### src/core/phy_stats_pkg.sv
package phy_stats_pkg;
  localparam int reg_addr_width = 5;
  localparam int data_width = 16;
  localparam logic [4:0] phy_unit_control_offset = 5'h10;
  localparam logic [4:0] false_carrier_count_offset = 5'h13;
  localparam logic [4:0] disconnect_event_count_offset = 5'h14;
  localparam logic [4:0] error_frame_count_offset = 5'h15;
  localparam logic [4:0] symbol_error_count_offset = 5'h16;
  localparam logic [4:0] premature_frame_end_count_offset = 5'h17;
  localparam logic [4:0] tenbase_frame_end_error_count_offset = 5'h18;
  localparam logic [4:0] jabber_event_count_offset = 5'h19;
  localparam logic [4:0] equalizer_reserved_offset = 5'h1a;
  localparam logic [4:0] led_select_control_offset = 5'h1b;
  localparam int disconnect_enable_bit = 13;
  localparam int led_field_width = 3;
  localparam logic [15:0] counter_reset_value = 16'h0000;
  localparam logic [15:0] equalizer_reset_value = 16'h0000;
  localparam logic [2:0] led_select_reset_value = 3'h0;
  localparam logic [2:0] symbol_run_length = 3'h6;
  typedef enum logic [2:0] {
    led_act_link, led_speed_coll, led_speed_link, led_act_coll,
    led_both_off, led_undefined, led_first_on, led_both_on
  } led_mode_t;
endpackage : phy_stats_pkg

### src/core/phy_error_counters_led_select.sv
`timescale 1ns/100ps
`default_nettype none
module phy_error_counters_led_select (
  input wire logic clock,
  input wire logic reset,
  input wire logic [phy_stats_pkg::reg_addr_width-1:0] reg_addr,
  input wire logic reg_read,
  input wire logic reg_write,
  input wire logic [phy_stats_pkg::data_width-1:0] reg_wdata,
  output logic [phy_stats_pkg::data_width-1:0] reg_rdata,
  input wire logic disconnect_enable,
  input wire logic false_carrier_event,
  input wire logic disconnect_event,
  input wire logic rx_frame_active,
  input wire logic rx_error,
  input wire logic bad_symbol,
  input wire logic premature_end_event,
  input wire logic tenbase_frame_end_event,
  input wire logic jabber_event,
  input wire logic activity,
  input wire logic link_up,
  input wire logic speed_100,
  input wire logic collision,
  output logic activity_indicator_output,
  output logic link_indicator_output
);
  import phy_stats_pkg::*;

  logic [15:0] cnt_false_carrier;
  logic [15:0] cnt_disconnect;
  logic [15:0] cnt_error_frame;
  logic [15:0] cnt_symbol;
  logic [15:0] cnt_premature;
  logic [15:0] cnt_tenbase;
  logic [15:0] cnt_jabber;
  logic [15:0] equalizer_q;
  logic [2:0] led_select_q;
  logic [15:0] rdata_d;
  logic frame_errored_q;
  logic frame_error_pulse;
  logic symbol_group_pulse;
  logic disconnect_counted;
  logic clear_false_carrier;
  logic clear_disconnect;
  logic clear_error_frame;
  logic clear_symbol;
  logic clear_premature;
  logic clear_tenbase;
  logic clear_jabber;
  logic equalizer_write;
  logic led_select_write;
  logic act_d;
  logic link_d;

  // a read of a counter is its clear strobe, so the address must stand with the strobe
  assign clear_false_carrier = reg_read && (reg_addr == false_carrier_count_offset);
  assign clear_disconnect = reg_read && (reg_addr == disconnect_event_count_offset);
  assign clear_error_frame = reg_read && (reg_addr == error_frame_count_offset);
  assign clear_symbol = reg_read && (reg_addr == symbol_error_count_offset);
  assign clear_premature = reg_read && (reg_addr == premature_frame_end_count_offset);
  assign clear_tenbase = reg_read && (reg_addr == tenbase_frame_end_error_count_offset);
  assign clear_jabber = reg_read && (reg_addr == jabber_event_count_offset);

  // counter registers have no write path; only these two take reg_wdata
  assign equalizer_write = reg_write && (reg_addr == equalizer_reserved_offset);
  assign led_select_write = reg_write && (reg_addr == led_select_control_offset);

  // the enable bit lives outside this block and is taken as a plain level
  assign disconnect_counted = disconnect_event && disconnect_enable;

  // one error per frame: flag latches first error, cleared at frame end
  always_ff @(posedge clock or posedge reset) begin
    if (reset) begin
      frame_errored_q <= 1'b0;
    end else if (!rx_frame_active) begin
      frame_errored_q <= 1'b0;
    end else if (rx_error) begin
      frame_errored_q <= 1'b1;
    end
  end

  assign frame_error_pulse = rx_frame_active && rx_error && !frame_errored_q;

  symbol_run_grouper u_symbol_grouper (
    .clock(clock),
    .reset(reset),
    .frame_active(rx_frame_active),
    .bad_symbol(bad_symbol),
    .group_pulse_q(symbol_group_pulse)
  );

  sat_read_clear_counter u_false_carrier (
    .clock(clock),
    .reset(reset),
    .count_event(false_carrier_event),
    .read_clear(clear_false_carrier),
    .count_q(cnt_false_carrier)
  );

  sat_read_clear_counter u_disconnect (
    .clock(clock),
    .reset(reset),
    .count_event(disconnect_counted),
    .read_clear(clear_disconnect),
    .count_q(cnt_disconnect)
  );

  sat_read_clear_counter u_error_frame (
    .clock(clock),
    .reset(reset),
    .count_event(frame_error_pulse),
    .read_clear(clear_error_frame),
    .count_q(cnt_error_frame)
  );

  sat_read_clear_counter u_symbol (
    .clock(clock),
    .reset(reset),
    .count_event(symbol_group_pulse),
    .read_clear(clear_symbol),
    .count_q(cnt_symbol)
  );

  sat_read_clear_counter u_premature (
    .clock(clock),
    .reset(reset),
    .count_event(premature_end_event),
    .read_clear(clear_premature),
    .count_q(cnt_premature)
  );

  sat_read_clear_counter u_tenbase (
    .clock(clock),
    .reset(reset),
    .count_event(tenbase_frame_end_event),
    .read_clear(clear_tenbase),
    .count_q(cnt_tenbase)
  );

  sat_read_clear_counter u_jabber (
    .clock(clock),
    .reset(reset),
    .count_event(jabber_event),
    .read_clear(clear_jabber),
    .count_q(cnt_jabber)
  );

  always_ff @(posedge clock or posedge reset) begin
    if (reset) begin
      equalizer_q <= equalizer_reset_value;
    end else if (equalizer_write) begin
      equalizer_q <= reg_wdata;
    end
  end

  // reserved bits 15:3 are not stored; software is expected to write zero there
  always_ff @(posedge clock or posedge reset) begin
    if (reset) begin
      led_select_q <= led_select_reset_value;
    end else if (led_select_write) begin
      led_select_q <= reg_wdata[2:0];
    end
  end

  // read data is the value before the clear that the same read causes
  always_comb begin
    case (reg_addr)
      false_carrier_count_offset: begin
        rdata_d = cnt_false_carrier;
      end
      disconnect_event_count_offset: begin
        rdata_d = cnt_disconnect;
      end
      error_frame_count_offset: begin
        rdata_d = cnt_error_frame;
      end
      symbol_error_count_offset: begin
        rdata_d = cnt_symbol;
      end
      premature_frame_end_count_offset: begin
        rdata_d = cnt_premature;
      end
      tenbase_frame_end_error_count_offset: begin
        rdata_d = cnt_tenbase;
      end
      jabber_event_count_offset: begin
        rdata_d = cnt_jabber;
      end
      equalizer_reserved_offset: begin
        rdata_d = equalizer_q;
      end
      led_select_control_offset: begin
        rdata_d = {13'h0, led_select_q};
      end
      default: begin
        rdata_d = 16'h0000;
      end
    endcase
  end

  always_ff @(posedge clock or posedge reset) begin
    if (reset) begin
      reg_rdata <= 16'h0000;
    end else if (reg_read) begin
      reg_rdata <= rdata_d;
    end
  end

  // off is the safe choice for any code without a defined meaning
  always_comb begin
    case (led_mode_t'(led_select_q))
      led_act_link: begin
        act_d = activity;
      end
      led_speed_coll: begin
        act_d = speed_100;
      end
      led_speed_link: begin
        act_d = speed_100;
      end
      led_act_coll: begin
        act_d = activity;
      end
      led_both_off: begin
        act_d = 1'b0;
      end
      led_undefined: begin
        act_d = 1'b0;
      end
      led_first_on: begin
        act_d = 1'b1;
      end
      led_both_on: begin
        act_d = 1'b1;
      end
      default: begin
        act_d = 1'b0;
      end
    endcase
  end

  always_comb begin
    case (led_mode_t'(led_select_q))
      led_act_link: begin
        link_d = link_up;
      end
      led_speed_coll: begin
        link_d = collision;
      end
      led_speed_link: begin
        link_d = link_up;
      end
      led_act_coll: begin
        link_d = collision;
      end
      led_both_off: begin
        link_d = 1'b0;
      end
      led_undefined: begin
        link_d = 1'b0;
      end
      led_first_on: begin
        link_d = 1'b0;
      end
      led_both_on: begin
        link_d = 1'b1;
      end
      default: begin
        link_d = 1'b0;
      end
    endcase
  end

  // registered so a mode change never glitches the pins, at the cost of one cycle
  always_ff @(posedge clock or posedge reset) begin
    if (reset) begin
      activity_indicator_output <= 1'b0;
    end else begin
      activity_indicator_output <= act_d;
    end
  end

  always_ff @(posedge clock or posedge reset) begin
    if (reset) begin
      link_indicator_output <= 1'b0;
    end else begin
      link_indicator_output <= link_d;
    end
  end
endmodule : phy_error_counters_led_select
`default_nettype wire

### src/core/sat_read_clear_counter.sv
`timescale 1ns/100ps
`default_nettype none
module sat_read_clear_counter (
  input wire logic clock,
  input wire logic reset,
  input wire logic count_event,
  input wire logic read_clear,
  output logic [15:0] count_q
);
  import phy_stats_pkg::*;
  // an event in the read cycle is kept as the new count so it is not lost
  always_ff @(posedge clock or posedge reset) begin
    if (reset) begin
      count_q <= counter_reset_value;
    end else if (read_clear) begin
      count_q <= {15'h0, count_event};
    end else if (count_event && (count_q != 16'hffff)) begin
      count_q <= count_q + 16'h0001;
    end
  end
endmodule : sat_read_clear_counter
`default_nettype wire

### src/core/symbol_run_grouper.sv
`timescale 1ns/100ps
`default_nettype none
module symbol_run_grouper (
  input wire logic clock,
  input wire logic reset,
  input wire logic frame_active,
  input wire logic bad_symbol,
  output logic group_pulse_q
);
  import phy_stats_pkg::*;
  logic [2:0] run_q;
  always_ff @(posedge clock or posedge reset) begin
    if (reset) begin
      run_q <= 3'h0;
      group_pulse_q <= 1'b0;
    end else begin
      group_pulse_q <= 1'b0;
      if (!frame_active || !bad_symbol) begin
        run_q <= 3'h0;
      end else if (run_q == 3'h0) begin
        group_pulse_q <= 1'b1;
        run_q <= (symbol_run_length == 3'h1) ? 3'h0 : 3'h1;
      end else if (run_q == symbol_run_length - 3'h1) begin
        run_q <= 3'h0;
      end else begin
        run_q <= run_q + 3'h1;
      end
    end
  end
endmodule : symbol_run_grouper
`default_nettype wire

### config.mk
export PLATFORM = sky130hd
export DESIGN_NAME = phy_error_counters_led_select
export DESIGN_NICKNAME = d
export VERILOG_FILES = /design/src/core/phy_stats_pkg.sv /design/src/core/phy_error_counters_led_select.sv /design/src/core/sat_read_clear_counter.sv /design/src/core/symbol_run_grouper.sv
export SDC_FILE = /design/constraint.sdc
export NUM_CORES = 1
export LEC_CHECK = 0
export BUFFER_PORTS_ARGS = -buffer_cell sky130_fd_sc_hd__buf_2
export CAP_MARGIN = 20
export CORE_UTILIZATION = 48
export DETAILED_ROUTE_END_ITERATION = 6
export PLACE_DENSITY = 0.65
export SLEW_MARGIN = 20
export SYNTH_ARGS = -nofsm -noshare
export SYNTH_HDL_FRONTEND = slang
export SYNTH_SLANG_ARGS = --single-unit
### constraint.sdc
create_clock -name clock -period 6.96 [get_ports clock]
set_clock_uncertainty 0.2 [all_clocks]
set_input_delay 1.044 -clock clock [delete_from_list [all_inputs] [get_ports clock]]
set_output_delay 1.044 -clock clock [all_outputs]
set_load 0.05 [all_outputs]
* Yosys cells after proc, flatten, opt, wreduce, memory -nomap -nowiden *
Index checks and enable logic that the tools add are counted.

cells by class
  $add $sub $neg = 8
  reductions and logical operators = 39
  shift operators = 0
  bitwise logic cells = 0
  divide/modulo/power cells = 0
  mux-type cells = 24
  eq/ne operators = 25
  $lt $le $gt $ge = 0
  multiply operators = 0

operators with widths
  kind                                                 number
  two-way mux 16 bit                                   14
  case mux 16 bit (9 select lines)                     1
  adder 16 x 1 -> 16 bit, second input constant        7
  != test 16 bit, second input constant                7
  equality test 5 bit, second input constant           9
  logical AND 1 bit                                    19
  equality test 3 bit, second input constant           5
  nonzero test 2 bit                                   7
  OR reduction 2 bit                                   6
  two-way mux 3 bit                                    3
  case mux 1 bit (4 select lines)                      2
  equality test 3 x 2 -> 1 bit, second input constant  2
  zero test 3 bit                                      2
  two-way mux 1 bit                                    4
  adder 3 x 1 -> 3 bit, second input constant          1
  equality test 3 x 1 -> 1 bit, second input constant  1
  zero test 1 bit                                      3
  OR reduction 3 bit                                   1
  != test 2 x 1 -> 1 bit, second input constant        1
  logical OR 1 bit                                     1

word-level totals
  memory bits (writable) = 0
  memories = 0
  bits in read-only memories = 0
  input bits = 38
  output and inout bits = 18
  word-level logic and storage cells = 111
  bits in latches = 0
  register bits = 154

* Logic depth before layout (Yosys ltp) *
Gate-level depths: netlist of run 1.

  depth in word-level cells = 5
  mapped depth = 8

* Cells and area by module *
Synthesis of run 1 repeated with hierarchy kept, for this count alone.

second synthesis, totals
  cells, all modules = 949
  area total of the unflattened synthesis = 9339.0 um2

modules (own cells, without submodules)
  module                         times used  area each (um2)  cells an instance  seq. area each (um2)
  sat_read_clear_counter         7           924.6            96                 400.4
  phy_error_counters_led_select  1           2706.3           263                950.9
  symbol_run_grouper             1           160.2            14                 100.1

* Worst setup path before layout of run 1 *
Ideal clock, no wire load.

  path type = input to register
  from = in reg_addr[2] (netlist name)
  to = reg equalizer_q[0]
  library setup time = 0.125 ns
  cell stages on the path = 7
  arrival = 2.392 ns
  setup slack = 4.243 ns
  cell sequence = buf_2 > and3b_1 > clkbuf_1 > and3_1 > buf_2 > buf_4 > mux2_2

on the way
  cells in the longest elaborated chain, start to end = 2

RTL lines
  what                  line                                  text
  start, declared       phy_error_counters_led_select.sv:6    input wire logic [phy_stats_pkg::reg_addr_width-1:0] reg_addr,
  equality test 5 bit   phy_error_counters_led_select.sv:65   assign equalizer_write = reg_write && (reg_addr == equalizer_reserved_offset);
  logical AND 1 bit     phy_error_counters_led_select.sv:65
  end signal, assigned  phy_error_counters_led_select.sv:150  equalizer_q <= equalizer_reset_value;
  end signal, assigned  phy_error_counters_led_select.sv:152  equalizer_q <= reg_wdata;
  end, declared         phy_error_counters_led_select.sv:36   logic [15:0] equalizer_q;

Every way passes these cells.
A chain may end at the register's enable or synchronous reset.

* Worst setup path after layout of run 1 *
  from = in reg_addr[1] (netlist name)
  to = reg u_false_carrier.count_q[0]

on the way
  cells in the longest elaborated chain, start to end = 3

RTL lines
  what                                                      line                                 text
  equality test 5 bit (*)                                   phy_error_counters_led_select.sv:56  assign clear_false_carrier = reg_read && (reg_addr == false_carrier_count_offset);
  logical AND 1 bit (*)                                     phy_error_counters_led_select.sv:56
  two-way mux 16 bit or nonzero test 2 bit (tied branches)  -
  end signal, assigned                                      sat_read_clear_counter.sv:14         count_q <= counter_reset_value;
  end signal, assigned                                      sat_read_clear_counter.sv:16         count_q <= {15'h0, count_event};
  end signal, assigned                                      sat_read_clear_counter.sv:18         count_q <= count_q + 16'h0001;
  end, declared                                             sat_read_clear_counter.sv:8          output logic [15:0] count_q

Every way passes the cells marked *; elsewhere a longest branch is shown, timed or not.

==> results of run 1 <==
where the power goes:
group          internal, mW  switching, mW
clock                 0.546          0.401
sequential             1.06          0.281
combinational         0.202          0.246
total                  1.80          0.928
cells in the mapped netlist (5+ instances only):
cell type,count
sky130_fd_sc_hd__o211ai_1,7
sky130_fd_sc_hd__mux2_2,23
sky130_fd_sc_hd__a22oi_1,8
sky130_fd_sc_hd__a21boi_0,6
sky130_fd_sc_hd__xor2_1,14
sky130_fd_sc_hd__nand2_1,67
sky130_fd_sc_hd__ha_1,7
sky130_fd_sc_hd__a31oi_1,5
sky130_fd_sc_hd__a22o_1,10
sky130_fd_sc_hd__nand3b_1,11
sky130_fd_sc_hd__inv_1,28
sky130_fd_sc_hd__nand3_1,40
sky130_fd_sc_hd__mux2i_1,31
sky130_fd_sc_hd__and2_1,9
sky130_fd_sc_hd__xnor2_1,55
sky130_fd_sc_hd__nor3_1,41
sky130_fd_sc_hd__nor4_1,25
sky130_fd_sc_hd__nand4_1,32
sky130_fd_sc_hd__buf_2,20
sky130_fd_sc_hd__o21ai_0,24
sky130_fd_sc_hd__o22ai_1,16
sky130_fd_sc_hd__nand2b_1,6
sky130_fd_sc_hd__clkbuf_1,24
sky130_fd_sc_hd__nor4b_1,5
sky130_fd_sc_hd__dfrtp_1,154
sky130_fd_sc_hd__nor2_1,113
sky130_fd_sc_hd__and3_1,17
sky130_fd_sc_hd__or3_1,14
sky130_fd_sc_hd__a21oi_1,33
sky130_fd_sc_hd__a221oi_1,7
sky130_fd_sc_hd__and4_1,10
final timing paths:
kind / endpoint / slack (ns) / depth (start not counted)
setup / recovery: u_false_carrier.count_q[0] / 3.37 / 6
hold / removal: frame_errored_q / 0.28 / 1
setup reg to reg: u_jabber.count_q[15] / 4.57 / 6
hold reg to reg: frame_errored_q / 0.28 / 1
max in group asynchronous: u_symbol.count_q[11] / 4.67 / 3
min in group asynchronous: u_jabber.count_q[9] / 0.59 / 2
sequential cells by signal, summed over array words and instances, names as in the netlist:
signal                          count
equalizer_q                        16
reg_rdata                          16
u_disconnect.count_q               16
u_error_frame.count_q              16
u_false_carrier.count_q            16
u_jabber.count_q                   16
u_premature.count_q                16
u_symbol.count_q                   16
u_tenbase.count_q                  16
led_select_q                        3
u_symbol_grouper.run_q              3
activity_indicator_output           1
frame_errored_q                     1
link_indicator_output               1
u_symbol_grouper.group_pulse_q      1
cell usage in the layout, fill, tap and decap left out, drive strengths merged, types with 4 or more instances in the layout:
master  Yosys  routed
nand3b     11      11
a31oi       5       5
dfrtp     154     154
and3       17      17
ha          7       7
or3        16      16
xnor2      55      55
xor2       14      14
nor4b       5       5
buf        23      58
o211ai      8       8
nand4b      4       4
a21oi      36      36
nand2      67      67
mux2       24      24
or2         4       4
mux2i      31      31
inv        28      34
o21ai      29      29
a221oi      7       7
nand4      35      35
a21boi      6       6
o22ai      16      16
nor3       44      44
a22oi       8       8
a22o       10      10
or4         5       5
a222oi      4       4
nand3      40      40
nor4       27      27
and4       10      10
clkbuf     24      18
nor2      114     114
and2       10      10
nand2b      6       6
stage by stage:
step | instances | area (µm²) | power (mW)
final | 1219 | 9800 | 2.73
after global routing | 1218 | 9800 | 2.86
after CTS | 1218 | 9800 | 2.74
after detailed placement | 1186 | 9200 | 1.78
after global placement | 1186 | 9200 | 1.77
after floorplan | 947 | 8840 | 1.59
routing by layer:
layer | vias up | share of wire | wire (µm) | global-route usage
li1 | 3527 | - | - | -
met5 | - | 0 | 0 | 0
met4 | 0 | 0.021 | 516 | 0.0870
met3 | 35 | 0.060 | 1440 | 0.0500
met1 | 3633 | 0.47 | 11400 | 0.387
met2 | 248 | 0.45 | 10800 | 0.400
layout make-up:
type                    count  share of cell area
inverters                  28              0.0112
clock inverters            14              0.0163
clock buffers              18              0.0448
well taps                 229              0.0292
diodes                      1            0.000255
multi-input cells         717               0.475
flip-flops and latches    154               0.393
repair buffers             58              0.0304
worst reg2reg max path, stage by stage, from the launching register on:
cell and delay, ns:
sky130_fd_sc_hd__dfrtp_1 0.44, sky130_fd_sc_hd__ha_1 0.24, sky130_fd_sc_hd__nand4_2 0.25, sky130_fd_sc_hd__nor4_1 0.63
sky130_fd_sc_hd__and4bb_2 0.31, sky130_fd_sc_hd__xnor2_1 0.14, sky130_fd_sc_hd__nor2_1 0.05
cell families (layout without fill, tap and decap cells):
family | count (synthesis) | count (layout) | share of synthesized area
compound gates | 159 | 159 | 0.124
xor+xnor | 69 | 69 | 0.0684
fa+ha+maj | 7 | 7 | 0.00991
buf+inv | 76 | 118 | 0.0375
flops | 154 | 154 | 0.436
mux | 56 | 56 | 0.0682
other cells | 0 | 1 | 0
simple gates | 426 | 426 | 0.256
==> flow_summary_export.csv, run 1 <==
group,metric,value,unit
setup_path,cp-end-kind,"flop",
route,drt_pass1_iterations,6,
clock_network,clk_latency,0.43,ns
synthesis,synthDistinctLibCells,77,
global_routing,antenna_found_initial,1,
synthesis,synth.top_cell.area_share,0.436,
synthesis,ys_seq_elements,154,
setup_path,worst_path_arrival_time,3.69,ns
global_routing,first_global_vias,6880,
flow_run,max_cap_viols,0,
setup_path,worst-path-buf-inv,1,
power_and_ir_drop,p_per_area,279,nW/µm²
timing,fmaxAchievable,0.279,GHz
timing,final.setup.tns,0,ns
clock_network,post_cts_hold_buffer_count,0,
global_routing,global_route_wire_length_before_repair,37900,µm
cells_and_area,final_nets,1021,
timing,setup_violations,0,
timing,timing.hold.ws,0.283,ns
synthesis,most_used_dff_post_synth,"sky130_fd_sc_hd__dfrtp_1",
die,die_x,138,µm
setup_path,critPathMaxFanout,34,
timing,worst_slew_pin_slew,0.971,ns
die,fp-row-count,49,
cells_and_area,multi_input_comb_area,4650,µm²
route,drt_drc_violations_left,0,
setup_path,worst_ep_required_time,7.06,ns
setup_path,critPathTopFamily,"simple AND/OR/NAND/NOR gates",
die,start_util,0.490,
timing,timing.final.max_slew_violations,0,
setup_path,critical-path-max-stage-delay,0.79,ns
global_routing,grt_util_all_layers,0.267,
clock_network,ctsHtreeMaxLevel,4,
route,drt_wl_total,24100,µm
power_and_ir_drop,vdd_ir_drop_max,0.000251,V
clock_network,ctsResizeCount,0,
setup_path,worst_path_max_delay_cell,"sky130_fd_sc_hd__nor2_1",
die,die_area,19000,µm²
clock_network,cts_buffer_depth,2,
clock_network,cts_inserted_buffers,17,
worst_hold_path,hp-start,"frame_errored_q",
die,core,18000,µm²
clock_network,cts.repair_timing.setup_buffer_count,0,
synthesis,syn_area_per_cell,9.33,µm²
route,ant_nets,0,
timing,final_critical_path_setup_slack,3.37,ns
synthesis,synth_enable_flop_cells,0,
synthesis,synth.top_cells.by_area,"sky130_fd_sc_hd__dfrtp_1 (44%), sky130_fd_sc_hd__xnor2_1 (5.5%), sky130_fd_sc_hd__nor2_1 (4.8%), sky130_fd_sc_hd__mux2i_1 (3.5%), sky130_fd_sc_hd__mux2_2 (2.9%)",
clock_network,cts_tree,"yes",
synthesis,synth_largest_area_cell,"sky130_fd_sc_hd__dfrtp_1",
power_and_ir_drop,p_leak,4.00,nW
cells_and_area,drive_gt1_frac,0.145,
timing,finalCriticalPeriod,3.59,ns
cells_and_area,final_util,0.544,
cells_and_area,sequential_cell_area,3850,µm²
setup_path,critical_path.startpoint_type,"primary input",
global_routing,global_route.overflow_total,0,
synthesis,synthesis.area,8840,µm²
synthesis,syn_nets,992,
cells_and_area,layout-area-overhead-vs-synth,10.9,%
synthesis,synth_warnings,0,
route,detailedRoute.firstIterationViolations,683,
placed_design,detailed_place_hpwl,17500,µm
route,drt-vias-per-instance,6.11,
clock_network,clock_input_transition_at_the_sequential_cells_of_the_worst_setup_and_hold_paths,0.07,ns
setup_path,worstReg2RegStart,"u_jabber.count_q[0]",
placed_design,gp_congestion,0.888,
synthesis,synth_async_sr_flop_share,1.00,
synthesis,ys_seq_area_frac,0.436,
placed_design,post_place_worst_slack,3.04,ns
clock_network,cts.sink_count,154,
timing,final.period_utilization,0.516,
clock_network,clk_root_buffer_cell,"sky130_fd_sc_hd__clkbuf_16",
worst_hold_path,hold_path_class,"reg2reg",
timing,slew_headroom,0.350,
run_status,status,"finished, final reports clean",
timing,hold_viol_final,0,
cells_and_area,fill_cells,1682,
setup_path,crit_chain,"buf_2 > nand4b_1 > nor2_1 > and2_1 > nand3b_1 > o211ai_1",
setup_path,timing_worst_setup_path_type,"in2reg",
synthesis,synth_cells,947,
route,detailroute.via_count,7443,
global_routing,grt_max_degree,97,
timing,rsz0062_at_grt,"false",
die,fp.dieH,138,µm
setup_path,worst_setup_path_startpoint,"reg_addr[1]",
die,io-pin-count,56,
route,wl_per_cell,19.8,µm
placed_design,io_buffers,55,
Power figures use the tool's default switching activity.
==> run 2: changes to the inputs <==
- clock period: 6.96 -> 3.8 ns (I/O delays scaled with it)
==> run 2 against run 1 <==
The run now ends with hold timing left. Via count about the same. Non-clock buffer count is 8 higher. Sequential cell count unchanged. Sequential power up 83%. Critical endpoint is now u_jabber.count_q[14]. Highest routed layer unchanged.
==> flow_summary_export.csv, run 2 (synthesis gave the netlist of run 1 again) <==
group,metric,value,unit
run_status,status,"finished, violations left",
run_status,failed_checks,"hold timing",
timing,timing.hold.ws,-0.00660,ns
cells_and_area,final_util,0.544,
setup_path,timing_worst_setup_path_type,"in2reg",
timing,setup_violations,0,
timing,hold_viol_final,8,
power_and_ir_drop,p_total,4.85,mW
global_routing,grt_util_all_layers,0.270,
placed_design,detailed_place_hpwl,17800,µm
placed_design,post_place_worst_slack,0.785,ns
global_routing,global_route_wire_length_before_repair,38500,µm
cells_and_area,layout-area-overhead-vs-synth,11.0,%
power_and_ir_drop,vdd_ir_drop_max,0.000418,V
power_and_ir_drop,switching_power,1.65,mW
clock_network,cts_buffer_depth,2,
timing,final.setup.tns,0,ns
route,wl_per_cell,19.7,µm
cells_and_area,mostFrequentLayoutCell,"sky130_fd_sc_hd__dfrtp_1",
clock_network,cts_inserted_buffers,17,
timing,final_critical_path_setup_slack,1.15,ns
cells_and_area,drive_gt1_frac,0.149,
setup_path,reg2regPathDepth,6,
cells_and_area,finalNonFillerCells,1226,
die,core,18000,µm²
setup_path,critical-path-max-stage-delay,0.75,ns
setup_path,critPathMaxFanout,35,
clock_network,clk_latency,0.43,ns
clock_network,cts.sink_count,154,
clock_network,cts.repair_timing.setup_buffer_count,0,
setup_path,critical_path.startpoint_type,"primary input",
power_and_ir_drop,sw_frac_of_total,0.340,
clock_network,post_cts_hold_buffer_count,0,
route,drt_wl_total,24100,µm
route,ant_nets,0,
global_routing,grt_max_degree,96,
power_and_ir_drop,p_comb_frac,0.172,
flow_run,max_cap_viols,0,
power_and_ir_drop,sequentialPowerShare,0.504,
die,fp.dieH,138,µm
timing,worst_slew_pin_slew,0.833,ns
timing,rsz0062_at_grt,"false",
setup_path,worst_path_arrival_time,2.77,ns
cells_and_area,finish.instance_area,9810,µm²
clock_network,ctsResizeCount,0,
route,detailedRoute.firstIterationViolations,603,
route,drt_drc_violations_left,0,
clock_network,clk_root_buffer_cell,"sky130_fd_sc_hd__clkbuf_16",
power_and_ir_drop,internal-power,3.20,mW
setup_path,cp-end-kind,"flop",
placed_design,gp_congestion,0.926,
worst_hold_path,hold_path_class,"in2async",
setup_path,worst_ep_required_time,3.92,ns
power_and_ir_drop,p_leak,4.01,nW
die,io-pin-count,56,
power_and_ir_drop,power_frac_clock,0.324,
clock_network,clock_input_transition_at_the_sequential_cells_of_the_worst_setup_and_hold_paths,0.06,ns
die,die_x,138,µm
timing,fmaxAchievable,0.377,GHz
route,detailroute.via_count,7447,
die,start_util,0.490,
clock_network,cts_tree,"yes",
route,drt_pass1_iterations,5,
timing,timing.final.max_slew_violations,0,
power_and_ir_drop,p_per_area,495,nW/µm²
setup_path,worst_path_max_delay_cell,"sky130_fd_sc_hd__nor2b_1",
global_routing,first_global_vias,6885,
global_routing,global_route.overflow_total,0,
cells_and_area,final_nets,1029,
timing,final.period_utilization,0.697,
timing,slew_headroom,0.443,
global_routing,antenna_found_initial,0,
placed_design,placed_cells,1194,
placed_design,io_buffers,55,
placed_design,dpl-instance-area,9270,µm²
setup_path,crit_chain,"buf_2 > nor2b_1 > and3_1 > a31oi_1 > o21a_1",
clock_network,ctsHtreeMaxLevel,4,
timing,finalCriticalPeriod,2.65,ns
cells_and_area,antennaDiodeCount,0,
die,fp-row-count,49,
route,drt-vias-per-instance,6.07,
die,die_area,19000,µm²
cells_and_area,layout_common_cells,"sky130_fd_sc_hd__dfrtp_1 (154), sky130_fd_sc_hd__nor2_1 (113), sky130_fd_sc_hd__nand2_1 (67), sky130_fd_sc_hd__xnor2_1 (55), sky130_fd_sc_hd__buf_2 (55)",
## run 2: cell types whose count changed in the layout (fill, tap and decap cells not counted), sizes merged
cell,previous run,this run
clkinvlp,3,4
diode,1,0
inv,34,27
buf,58,66
clkinv,3,9
bufinv,2,1
clkbuf,18,19
## run 2: metal layers
metal,up-vias,routed length (µm),track usage
met5,-,0,0
met4,0,538,0.0918
met3,37,1350,0.0453
met2,225,10800,0.400
met1,3628,11500,0.396
li1,3557,-,-
## run 2: critical path, delay by kind of cell
| family | cells | cell delay [ns] |
|---|---|---|
| AOI/OAI and AO/OA | 2 | 0.22 |
| buffers and inverters | 1 | 0.50 |
| and+or+nand+nor | 2 | 1.46 |
## run 2: area by class of cell
| class | instances | area (µm²) |
|---|---|---|
| inverter | 28 | 109 |
| clock buffer | 19 | 433 |
| multi-input combinational | 717 | 4650 |
| fill | 1683 | 8210 |
| tap | 229 | 287 |
| sequential | 154 | 3850 |
| clock inverter | 13 | 105 |
| timing repair buffer | 66 | 370 |
## run 2: worst paths after layout
check	from	endpoint	slack (ns)
hold / removal	reset	u_jabber.count_q[9]	-0.007
max in group asynchronous	reset	u_error_frame.count_q[8]	2.50
min in group clock	rx_error	frame_errored_q	0.16
setup / recovery	reg_addr[0]	u_jabber.count_q[14]	1.15
hold reg to reg	frame_errored_q	frame_errored_q	0.28
setup reg to reg	u_jabber.count_q[0]	u_jabber.count_q[15]	1.38
## run 2: power groups by stage
| stage | combinational, mW | sequential, mW | clock, mW |
|---|---|---|---|
| after global placement | 0.804 | 2.45 | 0 |
| after floorplan | 0.639 | 2.27 | 0 |
| final | 0.833 | 2.45 | 1.57 |
| after global routing | 0.939 | 2.49 | 1.66 |
| after detailed placement | 0.833 | 2.45 | 0 |
| after CTS | 0.838 | 2.43 | 1.60 |
